--- config.mk ---
export PLATFORM = sky130hd
export DESIGN_NAME = rsif_status_irq
export DESIGN_NICKNAME = d
export VERILOG_FILES = /design/src/rsif_pkg.sv /design/src/rsif_status_irq.sv /design/src/rsif_slip_select.sv
export SDC_FILE = /design/constraint.sdc
export NUM_CORES = 1
export LEC_CHECK = 0
export ABC_AREA = 0
export BUFFER_PORTS_ARGS = -buffer_cell sky130_fd_sc_hd__buf_2
export CAP_MARGIN = 15
export CORE_MARGIN = 1
export CORE_UTILIZATION = 50
export CTS_BUF_LIST = sky130_fd_sc_hd__clkbuf_8
export DETAILED_ROUTE_END_ITERATION = 10
export PLACE_DENSITY = 0.8
export SLEW_MARGIN = 20
export SYNTH_ARGS = -nofsm -noshare
export SYNTH_HDL_FRONTEND = slang
export SYNTH_SLANG_ARGS = --single-unit
--- constraint.sdc ---
create_clock -name i_clk -period 2.3 [get_ports i_clk]
set_clock_uncertainty 0.05 [all_clocks]
set_input_delay 0.46 -clock i_clk [delete_from_list [all_inputs] [get_ports i_clk]]
set_output_delay 0.46 -clock i_clk [all_outputs]
set_load 0.02 [all_outputs]
--- src/rsif_pkg.sv ---
package rsif_pkg;

    // Register offsets on the internal control port
    localparam logic [7:0] RSIF_ERR_STATUS_ADDR  = 8'h14;
    localparam logic [7:0] RSIF_SLIP_STATUS_ADDR = 8'h15;
    localparam logic [7:0] RSIF_INT_EN_ADDR      = 8'h16;
    localparam logic [7:0] RSIF_SLIP_INT_EN_ADDR = 8'h17;

    // Reset values
    localparam logic [7:0] RSIF_INT_EN_RESET      = 8'h00;
    localparam logic       RSIF_SLIP_INT_EN_RESET = 1'b0;
    localparam logic [7:0] RSIF_STATUS_RESET      = 8'h00;
    localparam logic       RSIF_SLIP_RESET        = 1'b0;

    // Field positions of the error status byte and its enable byte, and of the slip status and slip enable bytes
    localparam int RSIF_BIT_CHAN_STAT = 7;
    localparam int RSIF_BIT_PARITY    = 6;
    localparam int RSIF_BIT_VALIDITY  = 5;
    localparam int RSIF_BIT_BIPHASE   = 4;
    localparam int RSIF_BIT_SUB_CHG   = 3;
    localparam int RSIF_BIT_UNLOCK    = 2;
    localparam int RSIF_BIT_SUB_CRC   = 1;
    localparam int RSIF_BIT_BUF_COPY  = 0;
    localparam int RSIF_BIT_SLIP      = 0;

    // Bits that latch until read; the rest follow their live condition
    localparam logic [7:0] RSIF_STICKY_MASK = 8'hdb;

    typedef struct packed {
        logic chan_stat_check_err;
        logic parity_err;
        logic biphase_err;
        logic subcode_changed;
        logic subcode_check_err;
        logic buffer_copy_done;
        logic slip_a;
        logic slip_b;
    } rsif_events_t;

    typedef struct packed {
        logic data_invalid;
        logic decoder_unlocked;
        logic pll_unlocked;
    } rsif_levels_t;

    typedef struct packed {
        logic a_from_rx;
        logic a_slave;
        logic b_from_rx;
        logic b_slave;
    } rsif_port_cfg_t;

    typedef struct packed {
        logic       rd;
        logic       wr;
        logic [7:0] addr;
        logic [7:0] wdata;
    } rsif_reg_req_t;

endpackage : rsif_pkg

--- src/rsif_status_irq.sv ---
`timescale 1ns/1ps

module rsif_status_irq
    import rsif_pkg::*;
(
    input  wire logic           i_clk,
    input  wire logic           i_nrst,
    input  wire rsif_events_t   i_events,
    input  wire rsif_levels_t   i_levels,
    input  wire rsif_port_cfg_t i_port_cfg,
    input  wire rsif_reg_req_t  i_reg,
    output logic [7:0]          o_reg_rdata,
    output logic                o_irq
);

    logic [7:0] status;
    logic       slip;
    logic [7:0] int_en;
    logic       slip_en;
    logic [7:0] next_status;
    logic       next_slip;
    logic       slip_event;
    logic [7:0] ev_vec;
    logic [7:0] lvl_vec;
    logic       rd_status;
    logic       rd_slip;

    rsif_slip_select u_slip_select (
        .i_cfg    (i_port_cfg),
        .i_slip_a (i_events.slip_a),
        .i_slip_b (i_events.slip_b),
        .o_slip   (slip_event)
    );

    assign rd_status = i_reg.rd & (i_reg.addr == RSIF_ERR_STATUS_ADDR);
    assign rd_slip   = i_reg.rd & (i_reg.addr == RSIF_SLIP_STATUS_ADDR);

    always_comb begin
        ev_vec                     = 8'h00;
        lvl_vec                    = 8'h00;
        ev_vec[RSIF_BIT_CHAN_STAT] = i_events.chan_stat_check_err;
        ev_vec[RSIF_BIT_PARITY]    = i_events.parity_err;
        ev_vec[RSIF_BIT_BIPHASE]   = i_events.biphase_err;
        ev_vec[RSIF_BIT_SUB_CHG]   = i_events.subcode_changed;
        ev_vec[RSIF_BIT_SUB_CRC]   = i_events.subcode_check_err;
        ev_vec[RSIF_BIT_BUF_COPY]  = i_events.buffer_copy_done;
        lvl_vec[RSIF_BIT_VALIDITY] = i_levels.data_invalid;
        lvl_vec[RSIF_BIT_UNLOCK]   = i_levels.decoder_unlocked | i_levels.pll_unlocked;
        // A new event in the clearing read's cycle survives the clear
        next_status = ((((rd_status ? 8'h00 : status) | ev_vec) & RSIF_STICKY_MASK) | lvl_vec);
        next_slip   = (rd_slip ? 1'b0 : slip) | slip_event;
    end

    always_ff @(posedge i_clk) begin
        if (!i_nrst) begin
            status <= RSIF_STATUS_RESET;
            slip   <= RSIF_SLIP_RESET;
        end else begin
            status <= next_status;
            slip   <= next_slip;
        end
    end

    // Enable registers; a read never touches them
    always_ff @(posedge i_clk) begin
        if (!i_nrst) begin
            int_en  <= RSIF_INT_EN_RESET;
            slip_en <= RSIF_SLIP_INT_EN_RESET;
        end else if (i_reg.wr) begin
            if (i_reg.addr == RSIF_INT_EN_ADDR) begin
                int_en <= i_reg.wdata;
            end
            if (i_reg.addr == RSIF_SLIP_INT_EN_ADDR) begin
                slip_en <= i_reg.wdata[RSIF_BIT_SLIP];
            end
        end
    end

    always_ff @(posedge i_clk) begin
        if (!i_nrst) begin
            o_reg_rdata <= 8'h00;
        end else if (i_reg.rd) begin
            unique case (i_reg.addr)
                RSIF_ERR_STATUS_ADDR:  o_reg_rdata <= status;
                RSIF_SLIP_STATUS_ADDR: o_reg_rdata <= {7'h00, slip};
                RSIF_INT_EN_ADDR:      o_reg_rdata <= int_en;
                RSIF_SLIP_INT_EN_ADDR: o_reg_rdata <= {7'h00, slip_en};
                default:               o_reg_rdata <= 8'h00;
            endcase
        end
    end

    // Registered so the pin never glitches as flags settle
    always_ff @(posedge i_clk) begin
        if (!i_nrst) begin
            o_irq <= 1'b0;
        end else begin
            o_irq <= (|(status & int_en)) | (slip & slip_en);
        end
    end
endmodule : rsif_status_irq

--- src/rsif_slip_select.sv ---
`timescale 1ns/1ps

module rsif_slip_select
    import rsif_pkg::*;
(
    input  wire rsif_port_cfg_t i_cfg,
    input  wire logic           i_slip_a,
    input  wire logic           i_slip_b,
    output logic                o_slip
);

    logic a_watch;
    logic b_watch;

    // Port A wins when both ports take the receiver output
    assign a_watch = i_cfg.a_from_rx & i_cfg.a_slave;
    assign b_watch = i_cfg.b_from_rx & i_cfg.b_slave & ~i_cfg.a_from_rx;
    assign o_slip  = (a_watch & i_slip_a) | (b_watch & i_slip_b);

endmodule : rsif_slip_select

==> run summary <==
first-pass GRT wire length: 4664 um
GR Overflow Total: 0
Initial DRC Count: 22
GRT Total Usage: 0.2331
R2R Path End: o_irq
Worst-Margin Slew: 0.4595 ns
DIE WIDTH: 52.13 um
initial core utilization: 0.5468
status: finished, final reports clean
R2R Setup Slk: 1.19 ns
Routed WL per cell: 13.77 um
final hold violation count: 0
R2R depth: 3
io pins: 44
Worst Path Arrival: 1.64 ns
worst hold path endpoint: status[5]
GPL Wtd Cong: 0.8130
Root Driver: clkbuf_8
Final ANT Viol Nets: 0
Sinks on Clock Net: 27
hold depth: 2
core footprint: 2297 sq um
H-tree depth: 1
initial antenna violation count: 0
DRT Wirelength: 2865 um
number of global-route vias before repair: 1,094
critical path capture point type: flip-flop
residual DRC count: 0
switching share of power: 0.2282
fin. max-slew vios: 0
antenna diode count: 0
Power Internal: 644.7 uW
Reg power frac: 0.584
Sw Pwr: 190.6 uW
syn avg cell area: 9.037 sq um
CTS Buf Count: 3
post-synthesis sequential area ratio: 0.4303
worst min path class: in2reg
Clk pwr share: 0.302
Final Cycle Share: 0.6538
area delta synth->final: 21.61%
Max-cap violations: 0
Mapped Nets: 174
synthesis warning total: 0
via/cell ratio: 5.490
Max clock buf depth: 2
CTS Hold Bufs: 0
Worst Path Max Fanout: 8
worst hold slack: 0.3615 ns
number of synthesized register bits: 27
TritonCTS clock tree: yes
reg-to-reg startpoint: status[6]
die span in y: 52.13 um
synthesized area: 1256 sq um
router iterations before antenna repair: 4
Final #Nets: 216
Worst-Skew Late Latency: 0.26 ns
pin count of the biggest net entering global routing: 19
postcts setup bufs: 0
pwr/cell area: 546.7 nW/um^2
via count: 1,142
post-route cell area: 1528 sq um
Clock transition at path regs: 0.08 ns
static leakage power: 0.0006499 uW
RSZ-0062 raised after global routing: no
Comb pwr share: 0.114
Post-CTS Resized: 0
hpwl dp: 2207 um
I/O Buffers: 43
worst hold start: i_levels[2]
Worst EP required: 2.44 ns
TNS Setup: 0 ns
synth unique cells: 31
Worst VDD drop: 526.1 uV
fraction of layout cells with a size suffix above 1: 0.3389
CP Launch Type: input port
max_slew headroom: 0.6937
Placed Instance Area: 1483 sq um
Tmin final: 1.504 ns
Die Area: 2717 sq um
Mapped Cells: 139
f_max: 665.0 MHz
Row Count: 17
critical path class: in2reg
Final Setup Violations: 0
==> power by group through the flow <==
stage / sequential [uW] / clock, uW / combinational (uW)
after CTS: 487 / 260 / 94.7
after global routing: 489 / 286 / 105
final: 488 / 253 / 94.8
after detailed placement: 498 / 0 / 94.3
after floorplan: 495 / 0 / 50.6
after global placement: 498 / 0 / 89.9
==> worst max path at each step <==
stage	from	end	slack, ns	cells after the start
floorplan	i_reg[8]	int_en[0]	0.89	4
global placement	i_reg[13]	int_en[3]	0.59	4
detailed placement	i_reg[13]	int_en[4]	0.52	4
CTS	i_reg[13]	int_en[3]	0.79	4
global route	i_reg[13]	int_en[3]	0.73	4
finish	i_reg[13]	int_en[4]	0.80	4
==> Yosys cell counts <==
master	instances	area share
o21a_1	1	0.0060
nor3b_4	1	0.015
a22o_1	1	0.0070
and2_1	1	0.0050
inv_1	1	0.0030
a21oi_1	13	0.052
buf_6	1	0.0090
buf_2	4	0.016
and2_2	1	0.0060
a222oi_1	1	0.0080
a22oi_1	1	0.0060
nor2b_1	1	0.0050
and4_1	1	0.0070
a221oi_1	1	0.0070
and3b_2	1	0.0080
and3_2	1	0.0060
a31oi_1	2	0.010
nor2_1	8	0.024
nand2_1	17	0.051
mux2_2	7	0.063
nand4_1	8	0.040
nor4b_2	1	0.012
dfxtp_1	27	0.43
nand3_1	3	0.012
clkinv_1	1	0.0030
clkbuf_1	4	0.012
o21ai_0	8	0.032
o22a_1	1	0.0070
nand2b_1	8	0.040
nand3b_1	2	0.012
mux2i_1	11	0.088
==> worst max-delay path: stages <==
cell     delay (ns)
buf_2          0.11
nor4b_2        0.29
and4_1         0.53
mux2i_1        0.25
==> cell type report <==
| class | count | area (sq um) |
|---|---|---|
| Fill cell | 187 | 769.5 |
| Tap cell | 28 | 35.03 |
| Clock inverter | 1 | 3.754 |
| Clock buffer | 3 | 41.29 |
| Timing Repair Buffer | 46 | 237.7 |
| Sequential cell | 27 | 540.5 |
| Inverter | 2 | 7.507 |
| Multi-Input combinational cell | 101 | 661.9 |
==> placed cells by master (no fill, tap or decap), types with 2 or more instances in the layout <==
cell type,n
buf_2,43
dfxtp_1,27
nand2_1,17
a21oi_1,13
mux2i_1,11
nand2b_1,8
nand4_1,8
nor2_1,8
o21ai_0,8
mux2_2,7
nand3_1,3
clkbuf_8,3
buf_4,3
inv_1,2
a31oi_1,2
nand3b_1,2
==> cell families after synthesis <==
| logic type | share of synthesized area |
|---|---|
| buf+inv | 0.04282 |
| flops | 0.4303 |
| simple gates | 0.2420 |
| compound gates | 0.1345 |
| mux | 0.1504 |
==> sequential cells by signal, indices dropped and copies added (netlist names) <==
signal / count
slip_en: 1
o_irq: 1
status: 8
o_reg_rdata: 8
slip: 1
int_en: 8
==> routing by layer <==
metal,vias to the layer above,track usage,share of wire
met3,2,0.03509,0.057
met2,42,0.4231,0.51
li1,574,-,-
met4,0,0.05405,0.0031
met5,-,0,0
met1,524,0.2842,0.43
==> per-stage QoR <==
stage / cells / total power [uW] / utilization / worst slack (ns)
6_report: 208 / 835.3 / 0.6650 / 0.7961
3_3_place_gp: 204 / 587.5 / 0.6454 / 0.5930
5_1_grt: 208 / 879.6 / 0.6650 / 0.7319
3_5_place_dp: 204 / 592.3 / 0.6454 / 0.5197
4_1_cts: 208 / 842.1 / 0.6650 / 0.7924
2_1_floorplan: 139 / 545.2 / - / 0.8883
No activity file was read; power rests on OpenSTA's default activity.
